## config.mk

```make
export PLATFORM = sky130hd
export DESIGN_NAME = dgch_command_handler
export DESIGN_NICKNAME = d
export VERILOG_FILES = /design/src/rtl/dgch_pkg.sv /design/src/rtl/dgch_command_handler.sv
export SDC_FILE = /design/constraint.sdc
export NUM_CORES = 1
export LEC_CHECK = 0
export BUFFER_PORTS_ARGS = -buffer_cell sky130_fd_sc_hd__clkbuf_2
export CORE_ASPECT_RATIO = 1.1
export CORE_MARGIN = 2
export CORE_UTILIZATION = 65
export CTS_BUF_LIST = sky130_fd_sc_hd__clkbuf_4 sky130_fd_sc_hd__clkbuf_8
export DETAILED_ROUTE_END_ITERATION = 10
export GPL_ROUTABILITY_DRIVEN = 0
export MAX_ROUTING_LAYER = met4
export PLACE_DENSITY = 0.88
export SLEW_MARGIN = 10
export SYNTH_ARGS = -nofsm -noshare
export SYNTH_HDL_FRONTEND = slang
export SYNTH_SLANG_ARGS = --single-unit
```

## constraint.sdc

```tcl
create_clock -name mclk -period 4.8 [get_ports mclk]
set_input_delay 0.96 -clock mclk [delete_from_list [all_inputs] [get_ports mclk]]
set_output_delay 0.96 -clock mclk [all_outputs]
set_load 0.005 [all_outputs]
```

## src/rtl/dgch_pkg.sv

```systemverilog
package dgch_pkg;
  // clock and tick
  localparam int unsigned MCLK_HZ = 20_000_000;
  localparam int unsigned TICK_US = 1000;
  localparam int unsigned TICK_CYCLES = (MCLK_HZ / 1_000_000) * TICK_US;
  localparam int unsigned TICK_MS = 1;
  // protocol times in ms, then in ticks
  localparam int unsigned ANSWER_WAIT_MS = 4;
  localparam int unsigned FADE_UNIT_MS = 10;
  localparam int unsigned BLOCK_MS = 19;
  localparam int unsigned CFG_WINDOW_MS = 100;
  localparam int unsigned DAPC_SEQ_MS = 200;
  localparam int unsigned IF_FAIL_MS = 500;
  localparam int unsigned TMR_W = 10;
  typedef logic [TMR_W-1:0] dgch_tmr_t;
  localparam dgch_tmr_t ANSWER_WAIT_TICKS = dgch_tmr_t'(ANSWER_WAIT_MS / TICK_MS);
  localparam logic [3:0] FADE_UNIT_TICKS = 4'(FADE_UNIT_MS / TICK_MS);
  localparam dgch_tmr_t BLOCK_TICKS = dgch_tmr_t'(BLOCK_MS / TICK_MS);
  localparam dgch_tmr_t CFG_WINDOW_TICKS = dgch_tmr_t'(CFG_WINDOW_MS / TICK_MS);
  localparam dgch_tmr_t DAPC_SEQ_TICKS = dgch_tmr_t'(DAPC_SEQ_MS / TICK_MS);
  localparam dgch_tmr_t IF_FAIL_TICKS = dgch_tmr_t'(IF_FAIL_MS / TICK_MS);
  // register byte offsets
  localparam logic [3:0] REG_ADDR = 4'h0;
  localparam logic [3:0] REG_LEVEL = 4'h4;
  localparam logic [3:0] REG_STATUS = 4'h8;
  localparam logic [3:0] REG_FRAME = 4'hc;
  localparam int unsigned STS_CLR_FAIL_BIT = 8;
  // reset values
  localparam logic [5:0] RST_SHORT_ADDR = 6'h3f;
  localparam logic [15:0] RST_GROUP_MASK = 16'h0000;
  localparam logic [7:0] RST_MIN_LEVEL = 8'h01;
  localparam logic [7:0] RST_MAX_LEVEL = 8'hfe;
  localparam logic [7:0] RST_FADE_COUNT = 8'h00;
  // status information byte
  localparam int unsigned STS_FAIL_BIT = 0;
  localparam int unsigned STS_LAMP_ON_BIT = 2;
  localparam int unsigned STS_FADE_BIT = 4;
  // command codes and ranges
  localparam logic [7:0] CMD_MASK_LEVEL = 8'hff;
  localparam logic [7:0] CMD_OFF = 8'h00;
  localparam logic [7:0] CMD_STEP_UP = 8'h03;
  localparam logic [7:0] CMD_STEP_DOWN = 8'h04;
  localparam logic [7:0] CMD_RECALL_MAX = 8'h05;
  localparam logic [7:0] CMD_RECALL_MIN = 8'h06;
  localparam logic [7:0] CMD_ENABLE_DAPC = 8'h09;
  localparam logic [7:0] CMD_CFG_FIRST = 8'h20;
  localparam logic [7:0] CMD_CFG_LAST = 8'h81;
  localparam logic [7:0] CMD_QRY_FIRST = 8'h90;
  localparam logic [7:0] CMD_QRY_LAST = 8'hc4;
  localparam logic [7:0] CMD_QRY_STATUS = 8'h90;
  localparam logic [7:0] CMD_QRY_ACTUAL = 8'ha0;
  localparam logic [7:0] CMD_QRY_MAX = 8'ha1;
  localparam logic [7:0] CMD_QRY_MIN = 8'ha2;

  typedef struct packed {
    logic done;
    logic error;
    logic [15:0] frame;
  } dgch_rx_s;

  typedef struct packed {
    logic valid;
    logic [7:0] data;
  } dgch_byte_s;

  typedef struct packed {
    logic valid;
    logic [15:0] frame;
  } dgch_frame_s;

  typedef struct packed {
    logic done;
    logic fail;
  } dgch_nvm_s;
endpackage

```

## src/rtl/dgch_command_handler.sv

```systemverilog
// The register addresses and register access over Avalon-MM are this design's own decisions.
`timescale 1ns/10ps
module dgch_command_handler
  import dgch_pkg::*;
#(
  parameter int unsigned TICK_CYCLES_P = TICK_CYCLES
)(
  input wire logic mclk,
  input wire logic reset_n,
  input wire logic [3:0] avs_address,
  input wire logic avs_read,
  input wire logic avs_write,
  input wire logic [31:0] avs_writedata,
  input wire logic [3:0] avs_byteenable,
  output logic [31:0] avs_readdata,
  output logic avs_waitrequest,
  input wire dgch_rx_s rxIn,
  output logic rxFlagClear,
  input wire logic busLine,
  input wire logic randomAddrBusy,
  input wire dgch_nvm_s nvmIn,
  output logic nvmSaveReq,
  output dgch_byte_s answerOut,
  output dgch_frame_s cfgExecOut,
  output dgch_frame_s specialOut,
  output logic [7:0] actualLevel,
  output logic [7:0] statusInfo
);

  function automatic dgch_tmr_t tmr_dec(input dgch_tmr_t t, input logic tick);
    tmr_dec = (tick && t != '0) ? t - dgch_tmr_t'(1) : t;
  endfunction

  function automatic logic [7:0] clamp(input logic [7:0] v, input logic [7:0] lo, input logic [7:0] hi);
    clamp = (v < lo) ? lo : ((v > hi) ? hi : v);
  endfunction

  function automatic logic [31:0] be_merge(input logic [31:0] old, input logic [31:0] nw, input logic [3:0] be);
    for (int i = 0; i < 4; i++)
    begin
      be_merge[i*8 +: 8] = be[i] ? nw[i*8 +: 8] : old[i*8 +: 8];
    end
  endfunction

  logic [15:0] tickCnt_q;
  logic tick_q;
  logic busMeta_q, busSync_q;
  logic [5:0] shortAddr_q;
  logic [15:0] groupMask_q;
  logic [7:0] minLevel_q, maxLevel_q, fadeCount_q;
  logic [7:0] actual_q, target_q, prevActual_q;
  logic fadeRun_q;
  logic [7:0] fadeLeft_q;
  logic [3:0] tenMsIntervalCnt_q;
  logic answerPend_q;
  dgch_tmr_t answerWait_q, blockTmr_q, cfgWin_q, dapcSeq_q, ifFailCnt_q;
  logic [7:0] answerData_q;
  logic [15:0] cfgPrev_q, lastFrame_q;
  logic sysFail_q, saveBusy_q, savePend_q;
  logic [7:0] adrByte, cmdByte, dapcLevel;
  logic poll, frameOk, isShort, isGroup, isBcast, isSpecial, selected;
  logic isDapc, isArc, isCfg, isQuery, cfgRun, ifFailEvt, saveFailEvt, saveStart, failClr;
  logic hasAnswer;
  logic [7:0] answerByte;
  logic [7:0] statusByte;
  logic [31:0] addrMerge, levelMerge;

  // protocol tick, shortened in simulation through the parameter
  always_ff @(posedge mclk)
  begin
    if (!reset_n)
    begin
      tickCnt_q <= 16'h0000;
      tick_q <= 1'b0;
    end
    else
    begin
      tick_q <= (tickCnt_q == 16'(TICK_CYCLES_P - 1));
      tickCnt_q <= (tickCnt_q == 16'(TICK_CYCLES_P - 1)) ? 16'h0000 : tickCnt_q + 16'h0001;
    end
  end

  always_ff @(posedge mclk)
  begin
    if (!reset_n)
    begin
      busMeta_q <= 1'b1;
      busSync_q <= 1'b1;
    end
    else
    begin
      busMeta_q <= busLine;
      busSync_q <= busMeta_q;
    end
  end

  always_comb
  begin
    adrByte = rxIn.frame[15:8];
    cmdByte = rxIn.frame[7:0];
    poll = rxIn.done && !rxFlagClear;
    frameOk = poll && !rxIn.error && blockTmr_q == '0;
    isShort = !adrByte[7];
    isGroup = adrByte[7:5] == 3'b100;
    isBcast = adrByte[7:1] == 7'h7f;
    isSpecial = frameOk && !(isShort || isGroup || isBcast);
    selected = frameOk && ((isShort && adrByte[6:1] == shortAddr_q) ||
               (isGroup && groupMask_q[adrByte[4:1]]) || isBcast);
    isDapc = selected && !adrByte[0];
    isArc = selected && adrByte[0] && cmdByte < CMD_CFG_FIRST;
    isCfg = selected && adrByte[0] && cmdByte >= CMD_CFG_FIRST && cmdByte <= CMD_CFG_LAST;
    isQuery = selected && adrByte[0] && cmdByte >= CMD_QRY_FIRST && cmdByte <= CMD_QRY_LAST;
    cfgRun = isCfg && cfgWin_q != '0 && cfgPrev_q == rxIn.frame;
    dapcLevel = clamp(cmdByte, minLevel_q, maxLevel_q);
    ifFailEvt = !busSync_q && tick_q && ifFailCnt_q == IF_FAIL_TICKS - dgch_tmr_t'(1);
    saveFailEvt = saveBusy_q && nvmIn.fail;
    saveStart = savePend_q && !answerPend_q && !randomAddrBusy && !saveBusy_q;
    failClr = avs_write && !avs_waitrequest && avs_address == REG_STATUS &&
              avs_byteenable[1] && avs_writedata[STS_CLR_FAIL_BIT];
    addrMerge = be_merge({groupMask_q, 10'h000, shortAddr_q}, avs_writedata, avs_byteenable);
    levelMerge = be_merge({8'h00, fadeCount_q, maxLevel_q, minLevel_q}, avs_writedata, avs_byteenable);
    statusByte = 8'h00;
    statusByte[STS_FAIL_BIT] = sysFail_q;
    statusByte[STS_LAMP_ON_BIT] = actual_q != 8'h00;
    statusByte[STS_FADE_BIT] = fadeRun_q;
    hasAnswer = 1'b1;
    case (cmdByte)
      CMD_QRY_STATUS: answerByte = statusByte;
      CMD_QRY_ACTUAL: answerByte = actual_q;
      CMD_QRY_MAX: answerByte = maxLevel_q;
      CMD_QRY_MIN: answerByte = minLevel_q;
      default:
      begin
        answerByte = 8'h00;
        hasAnswer = 1'b0;
      end
    endcase
  end

  // flags are cleared once per poll so a frame is never taken twice
  always_ff @(posedge mclk)
  begin
    if (!reset_n)
    begin
      rxFlagClear <= 1'b0;
      lastFrame_q <= 16'h0000;
      specialOut <= '0;
    end
    else
    begin
      rxFlagClear <= poll;
      if (frameOk)
        lastFrame_q <= rxIn.frame;
      specialOut.valid <= isSpecial;
      if (isSpecial)
        specialOut.frame <= rxIn.frame;
    end
  end

  // levels and fade
  always_ff @(posedge mclk)
  begin
    if (!reset_n)
    begin
      actual_q <= 8'h00;
      target_q <= 8'h00;
      fadeRun_q <= 1'b0;
      fadeLeft_q <= 8'h00;
      tenMsIntervalCnt_q <= 4'h0;
    end
    else
    begin
      if (tick_q)
        tenMsIntervalCnt_q <= (tenMsIntervalCnt_q == FADE_UNIT_TICKS - 4'h1) ? 4'h0 : tenMsIntervalCnt_q + 4'h1;
      if (isDapc && cmdByte != CMD_MASK_LEVEL)
      begin
        target_q <= dapcLevel;
        if (fadeCount_q == 8'h00 || actual_q == 8'h00)
        begin
          actual_q <= dapcLevel;
          fadeRun_q <= 1'b0;
        end
        else
        begin
          fadeRun_q <= 1'b1;
          fadeLeft_q <= fadeCount_q;
          tenMsIntervalCnt_q <= 4'h0;
        end
      end
      else if (isArc)
      begin
        fadeRun_q <= 1'b0;
        case (cmdByte)
          CMD_OFF:
          begin
            actual_q <= 8'h00;
            target_q <= 8'h00;
          end
          CMD_STEP_UP:
            if (actual_q != 8'h00 && actual_q < maxLevel_q)
              actual_q <= actual_q + 8'h01;
          CMD_STEP_DOWN:
            if (actual_q != 8'h00 && actual_q > minLevel_q)
              actual_q <= actual_q - 8'h01;
          CMD_RECALL_MAX:
            if (actual_q != 8'h00)
              actual_q <= maxLevel_q;
          CMD_RECALL_MIN:
            if (actual_q != 8'h00)
              actual_q <= minLevel_q;
          default:
            fadeRun_q <= fadeRun_q;
        endcase
      end
      else if (sysFail_q)
        fadeRun_q <= 1'b0;
      else if (fadeRun_q && tick_q && tenMsIntervalCnt_q == FADE_UNIT_TICKS - 4'h1)
      begin
        if (fadeLeft_q <= 8'h01)
        begin
          actual_q <= target_q;
          fadeRun_q <= 1'b0;
        end
        else
          fadeLeft_q <= fadeLeft_q - 8'h01;
      end
    end
  end

  // backward frame timing and reception blocking
  always_ff @(posedge mclk)
  begin
    if (!reset_n)
    begin
      answerPend_q <= 1'b0;
      answerWait_q <= '0;
      answerData_q <= 8'h00;
      blockTmr_q <= '0;
      answerOut <= '0;
    end
    else
    begin
      answerOut.valid <= 1'b0;
      if (isQuery && hasAnswer)
      begin
        answerPend_q <= 1'b1;
        answerWait_q <= ANSWER_WAIT_TICKS;
        answerData_q <= answerByte;
      end
      else if (answerPend_q && answerWait_q == '0)
      begin
        answerPend_q <= 1'b0;
        answerOut.valid <= 1'b1;
        answerOut.data <= answerData_q;
      end
      else
        answerWait_q <= tmr_dec(answerWait_q, tick_q);
      if (isQuery)
        blockTmr_q <= BLOCK_TICKS;
      else
        blockTmr_q <= tmr_dec(blockTmr_q, tick_q);
    end
  end

  // repeated configuration, direct level sequence, line watch
  always_ff @(posedge mclk)
  begin
    if (!reset_n)
    begin
      cfgPrev_q <= 16'h0000;
      cfgWin_q <= '0;
      cfgExecOut <= '0;
      dapcSeq_q <= '0;
      ifFailCnt_q <= '0;
    end
    else
    begin
      cfgExecOut.valid <= cfgRun;
      if (cfgRun)
      begin
        cfgExecOut.frame <= rxIn.frame;
        cfgWin_q <= '0;
      end
      else if (isCfg)
      begin
        cfgPrev_q <= rxIn.frame;
        cfgWin_q <= CFG_WINDOW_TICKS;
      end
      else
        cfgWin_q <= tmr_dec(cfgWin_q, tick_q);
      if ((isArc && cmdByte == CMD_ENABLE_DAPC) || (isDapc && dapcSeq_q != '0))
        dapcSeq_q <= DAPC_SEQ_TICKS;
      else
        dapcSeq_q <= tmr_dec(dapcSeq_q, tick_q);
      if (busSync_q)
        ifFailCnt_q <= '0;
      else if (tick_q && ifFailCnt_q != IF_FAIL_TICKS)
        ifFailCnt_q <= ifFailCnt_q + dgch_tmr_t'(1);
    end
  end

  // saving: a change arriving with the request start keeps the pending flag
  always_ff @(posedge mclk)
  begin
    if (!reset_n)
    begin
      savePend_q <= 1'b0;
      saveBusy_q <= 1'b0;
      nvmSaveReq <= 1'b0;
      prevActual_q <= 8'h00;
      sysFail_q <= 1'b0;
    end
    else
    begin
      prevActual_q <= actual_q;
      nvmSaveReq <= saveStart;
      if (cfgRun || prevActual_q != actual_q)
        savePend_q <= 1'b1;
      else if (saveStart)
        savePend_q <= 1'b0;
      if (saveStart)
        saveBusy_q <= 1'b1;
      else if (nvmIn.done || nvmIn.fail)
        saveBusy_q <= 1'b0;
      if (saveFailEvt || ifFailEvt)
        sysFail_q <= 1'b1;
      else if (failClr)
        sysFail_q <= 1'b0;
    end
  end

  always_ff @(posedge mclk)
  begin
    if (!reset_n)
    begin
      actualLevel <= 8'h00;
      statusInfo <= 8'h00;
    end
    else
    begin
      actualLevel <= actual_q;
      statusInfo <= statusByte;
    end
  end

  // avalon slave: waitrequest drops one cycle after the request appears
  always_ff @(posedge mclk)
  begin
    if (!reset_n)
    begin
      avs_waitrequest <= 1'b1;
      avs_readdata <= 32'h00000000;
      shortAddr_q <= RST_SHORT_ADDR;
      groupMask_q <= RST_GROUP_MASK;
      minLevel_q <= RST_MIN_LEVEL;
      maxLevel_q <= RST_MAX_LEVEL;
      fadeCount_q <= RST_FADE_COUNT;
    end
    else
    begin
      avs_waitrequest <= !((avs_read || avs_write) && avs_waitrequest);
      if (avs_read && avs_waitrequest)
      begin
        case (avs_address)
          REG_ADDR: avs_readdata <= {groupMask_q, 10'h000, shortAddr_q};
          REG_LEVEL: avs_readdata <= {8'h00, fadeCount_q, maxLevel_q, minLevel_q};
          REG_STATUS: avs_readdata <= {9'h000, savePend_q, blockTmr_q != '0, answerPend_q,
                                       dapcSeq_q != '0, cfgWin_q != '0, saveBusy_q, sysFail_q, target_q, statusByte};
          REG_FRAME: avs_readdata <= {8'h00, answerData_q, lastFrame_q};
          default: avs_readdata <= 32'h00000000;
        endcase
      end
      if (avs_write && !avs_waitrequest)
      begin
        case (avs_address)
          REG_ADDR:
          begin
            shortAddr_q <= addrMerge[5:0];
            groupMask_q <= addrMerge[31:16];
          end
          REG_LEVEL:
          begin
            minLevel_q <= levelMerge[7:0];
            maxLevel_q <= levelMerge[15:8];
            fadeCount_q <= levelMerge[23:16];
          end
          default: fadeCount_q <= fadeCount_q;
        endcase
      end
    end
  end

endmodule

```

==> impl_metrics.ini, run 1 <==
[status]
status = complete, no violations

[clock_network]
clockRootBuffer = clkbuf_8
clk_pin_slew_worst_paths_ns = 0.07
cts_sinks = 277
h-tree-depth = 2
ctsHoldBuffers = 0
ctsResizeCount = 0
worstSkewPairLatency_ns = 0.57
cts_tree = built
clk_path_buf_depth = 3
post_cts.repair.setup_buffers = 0
cts_buffers = 43

[pwr]
combPwrFrac = 0.056
powerDensity_nw_per_um2 = 314
clkPwrFrac = 0.456
finalPower_w = 0.00477
switching_share = 0.236
power.switching_w = 0.00112
p_leak_nw = 6.19
seq_power_share = 0.488
p_int_w = 0.00365
vdd.ir_drop.worst_mv = 0.322

[drt]
drtPass1Iterations = 11
dr_total_vias = 12750
via_per_inst = 6.31
ant_nets = 0
drc = 0
drtIter0Drc = 1653
wl_mm = 38.3
wl_per_cell_microns = 18.9

[sta]
finalCritPeriodShare = 0.785
final.setup.tns_ns = 0
holdWs_ns = 0.440
finalSetupViolations = 0
slew_violations = 0
hold_viol_final = 0
min_period_ns = 3.77
clock.fmax_mhz = 266
rsz0062_at_grt = false
slew_headroom = 0.125
clock_skew_ns = 0.0196
worstMarginPinSlew_ns = 1.29

[layout]
layout_common_cells = 277 x dfxtp_1, 239 x nand2_1, 179 x nor2_1
drive_gt1_frac = 0.151
n_antenna_cell = 0
utilization = 0.743
fin_area_sq_um = 15200
fin_nets = 1847
syn2layout_area_growth_pct = 13.1
final_common_cell = dfxtp_1

[global_route]
antenna_found_initial = 0
track_usage = 0.354
grt_pass1_wl_mm = 60.8
grt_pass1_vias = 12004
grt_overflow = 0
grt_max_degree = 74

[critical_path]
cp.arrival_ns = 4.20
cp.required_ns = 5.24
cp_top_family = compound AO/OA/AOI/OAI gates
ff2ff_path_depth = 10
critPathMaxStageDelay_ns = 0.65
r2r-end = actual_q[0]
reg2reg_slack_ns = 1.74
crit_fanout = 14
slowest_stage = nor4_1
cp-end-kind = register
critPathKind = in2reg
cp_cell_sequence = clkbuf_2, nor4_1, and3_1, ha_1, a21oi_1, o22ai_1, o41ai_1, xnor2_1, a222oi_1, o211ai_1, o21ai_0, o21ai_1
worstPathBufferInverterCount = 1
crit_path_start_kind = primary input
r2r_start = blockTmr_q[0]

[flow_run]
max_cap_viol_count = 0

[hold_path]
hold_path_end = busSync_q
min-delay-start = busMeta_q
holdPathStages = 1
hold_class = reg2reg

[logic_synthesis]
syn_avg_cell_area_sq_um = 8.31
synth_seq_cells = 277
async_flop_share = 0
yosys_warnings = 0
ys_seq_area_frac = 0.413
syn_area_sq_um = 13400
synth_edf_count = 0
synthDistinctLibCells = 78
syn-instance-count = 1617
ys.flop_type = dfxtp_1

[floorplan]
initial_utilization = 0.657
pin_count = 160
rows = 55
dieWidth_microns = 141
die_h_microns = 155
die_area_sq_um = 21800
core_sq_um = 20400

[placement]
place_area_sq_um = 14200
dp_hpwl_mm = 26.7
io_buffers = 154
## cell families after synthesis
| family | count (synthesis) | share of synthesized area |
|---|---|---|
| and+or+nand+nor | 648 | 0.226 |
| xor gates and xnor gates | 87 | 0.0567 |
| AOI/OAI and AO/OA | 336 | 0.157 |
| other | 1 | 0.000279 |
| DFF | 277 | 0.413 |
| buffers and inverters | 141 | 0.0439 |
| adders and majority gates | 46 | 0.0434 |
| muxes | 81 | 0.0605 |
## cell usage after synthesis, types with 16 or more instances
master,n,area share
inv_1,39,0.011
a22oi_1,28,0.016
xnor2_1,48,0.031
mux2i_1,79,0.059
xor2_1,39,0.025
o21ai_1,18,0.0067
nand3_1,47,0.018
ha_1,45,0.042
a21oi_1,153,0.057
dfxtp_1,277,0.41
nor2_1,179,0.050
and3_1,16,0.0074
nor3_1,21,0.0078
clkbuf_1,75,0.021
o21ai_0,40,0.015
nor4_1,19,0.0088
nand2_1,239,0.067
o211ai_1,17,0.0095
and2_1,24,0.011
nand4_1,18,0.0084
## registers in the layout, summed over array words and instances, names as in the netlist, 16 cells and up
name / flops
avs_readdata: 32
cfgExecOut: 17
cfgPrev_q: 16
groupMask_q: 16
lastFrame_q: 16
specialOut: 17
tickCnt_q: 16
## how the worst max path moves through the flow
| stage | startpoint | end | slack, ns | cells past startpoint |
|---|---|---|---|---|
| after floorplan | rxIn[4] | actual_q[6] | 1.28 | 11 |
| after global placement | rxIn[4] | actual_q[7] | 0.71 | 12 |
| after detailed placement | rxIn[4] | actual_q[7] | 0.55 | 12 |
| after CTS | rxIn[4] | actual_q[7] | 1.11 | 12 |
| after global routing | rxIn[4] | actual_q[7] | 0.77 | 12 |
| final | rxIn[4] | actual_q[7] | 1.03 | 12 |
## through the flow
step	setup WS [ns]	instances
after floorplan	1.28	1621
after global placement	0.709	1946
after detailed placement	0.552	1946
after CTS	1.11	2022
after global routing	0.772	2022
final	1.03	2022
## final cells by class
cell class	instances	area (sq um)
Inverter	40	153
Clock inverter	11	141
Multi-Input combinational cell	1203	7330
Clock buffer	65	813
Timing Repair Buffer	170	891
Tap cell	256	320
Sequential cell	277	5550
Fill cell	1420	5250
## power by group through the flow
stage               combinational (W)  clock (W)  sequential, W
detailed placement           0.000255          0        0.00238
CTS                          0.000257    0.00219        0.00233
finish                       0.000267    0.00218        0.00233
global placement             0.000250          0        0.00238
global route                 0.000284    0.00229        0.00233
floorplan                    0.000168          0        0.00237
## layer usage
metal / up-vias / share of wire / GRT usage
met3: 173 / 0.12 / 0.0830
li1: 5886 / - / -
met4: 0 / 0.047 / 0.169
met2: 833 / 0.45 / 0.540
met5: - / 0 / -
met1: 5858 / 0.39 / 0.444
## worst register-to-register path, delay by kind of cell (launching register included)
kind,cells,cell delay [ns]
DFF,1,0.33
buffers and inverters,1,0.08
AOI/OAI and AO/OA,4,0.73
and+or+nand+nor,4,1.66
adders and majority gates,1,0.21
(Power assumes the default switching activity.)
==> run 2, diff against run 1 <==
- CORE_UTILIZATION: 65 -> 61
- PLACE_DENSITY: 0.88 -> 0.83
- clock period: 4.8 -> 3.6 ns (I/O delays scaled with it)
==> impl_metrics.ini, run 2 (synthesis results as in run 1) <==
[critical_path]
crit_fanout = 8
critPathKind = reg2reg
critPathMaxStageDelay_ns = 0.51
cp_cell_sequence = inv_1, ha_1, nand3_1, or3_1, a311oi_1, a311oi_1, nand3_1, and3_1, or3_1, o31ai_2
slowest_stage = dfxtp_1
cp-end-kind = register
cp.arrival_ns = 3.39
cp.required_ns = 4.08
cp_top_family = simple AND/OR/NAND/NOR gates
crit_path_start_kind = register
worstPathBufferInverterCount = 1

[clock_network]
ctsHoldBuffers = 0
ctsResizeCount = 0
clk_path_buf_depth = 3
cts_tree = built
clockRootBuffer = clkbuf_8
cts_buffers = 43
h-tree-depth = 2
cts_sinks = 277
clk_pin_slew_worst_paths_ns = 0.06
worstSkewPairLatency_ns = 0.57
post_cts.repair.setup_buffers = 0

[layout]
fin_nets = 1876
top_register = avs_readdata
layout_common_cells = 277 x dfxtp_1, 239 x nand2_1, 179 x nor2_1
drive_gt1_frac = 0.164
fill_cells = 1649
utilization = 0.720
largestRegisters = avs_readdata x32, cfgExecOut x17, specialOut x17
syn2layout_area_growth_pct = 14.9
largest_reg_flops = 32
final_common_cell = dfxtp_1
n_antenna_cell = 0

[sta]
worstMarginPinSlew_ns = 1.10
slew_violations = 0
min_period_ns = 2.91
hold_viol_final = 0
finalSetupViolations = 0
rsz0062_at_grt = false
clock_skew_ns = 0.0131
final.setup.tns_ns = 0
clock.fmax_mhz = 344
finalCritPeriodShare = 0.808
slew_headroom = 0.265

[pwr]
vdd.ir_drop.worst_mv = 0.385
p_leak_nw = 6.32
powerDensity_nw_per_um2 = 407

[floorplan]
die_h_microns = 160
pin_count = 160
die_area_sq_um = 23200
dieWidth_microns = 146
rows = 56
initial_utilization = 0.627
core_sq_um = 21400

[drt]
wl_mm = 38.0
wl_per_cell_microns = 18.3
drc = 0
drtPass1Iterations = 8
dr_total_vias = 12605
ant_nets = 0
drtIter0Drc = 1205
via_per_inst = 6.05

[global_route]
grt_overflow = 0
grt_pass1_wl_mm = 61.2
grt_max_degree = 103
antenna_found_initial = 0
track_usage = 0.330
grt_pass1_vias = 12062

[hold_path]
hold_class = in2reg

[placement]
dp_hpwl_mm = 27.1
io_buffers = 154

[flow_run]
max_cap_viol_count = 0

[status]
status = complete, no violations
-- run 2: cell types whose count changed in the layout (fill, tap and decap cells not counted), sizes merged --
| cell | delta |
|---|---|
| clkbuf | -1 |
| clkinv | +2 |
| buf | +29 |
| bufinv | -2 |
-- run 2: metrics by stage --
stage | total power, W | instance area (sq um) | hold WS, ns | std cells | setup WS, ns
after detailed placement | 0.00353 | 14500 | 0.398 | 2009 | 0.355
after global routing | 0.00648 | 15400 | 0.363 | 2084 | 0.584
final | 0.00629 | 15400 | 0.346 | 2084 | 0.691
after CTS | 0.00630 | 15400 | 0.334 | 2084 | 0.827
after global placement | 0.00352 | 14500 | 0.389 | 2009 | 0.431
after floorplan | 0.00339 | 13500 | 0.386 | 1621 | 0.323
-- run 2: path summary, 6_finish.rpt --
path         depth (start not counted)           to  slack, ns           from
max                                 10  actual_q[6]       0.69  minLevel_q[6]
min                                  2    busMeta_q       0.35        busLine
max reg2reg                         10  actual_q[6]       0.69  minLevel_q[6]
min reg2reg                          1    busSync_q       0.41      busMeta_q
-- run 2: layout make-up --
| type | instances | area, sq um | area share |
|---|---|---|---|
| Tap cell | 290 | 363 | 0.0235 |
| Inverter | 40 | 153 | 0.00988 |
| Multi-Input combinational cell | 1203 | 7330 | 0.475 |
| Clock inverter | 11 | 88.8 | 0.00575 |
| Sequential cell | 277 | 5550 | 0.359 |
| Clock buffer | 64 | 843 | 0.0546 |
| Timing Repair Buffer | 199 | 1120 | 0.0726 |
-- run 2: power breakdown --
part | switching, W | internal, W | leakage, nW
logic | 0.000249 | 0.000123 | 3.60
clock network | 0.00124 | 0.00157 | 0.491
registers | 0.0000159 | 0.00309 | 2.23
-- run 2: routing by layer --
layer | part of all wire | wire length (microns) | GRT usage
met1 | 0.41 | 15500 | 0.417
met2 | 0.44 | 16600 | 0.498
met3 | 0.11 | 4340 | 0.0891
met4 | 0.041 | 1580 | 0.143
met5 | 0 | 0 | -
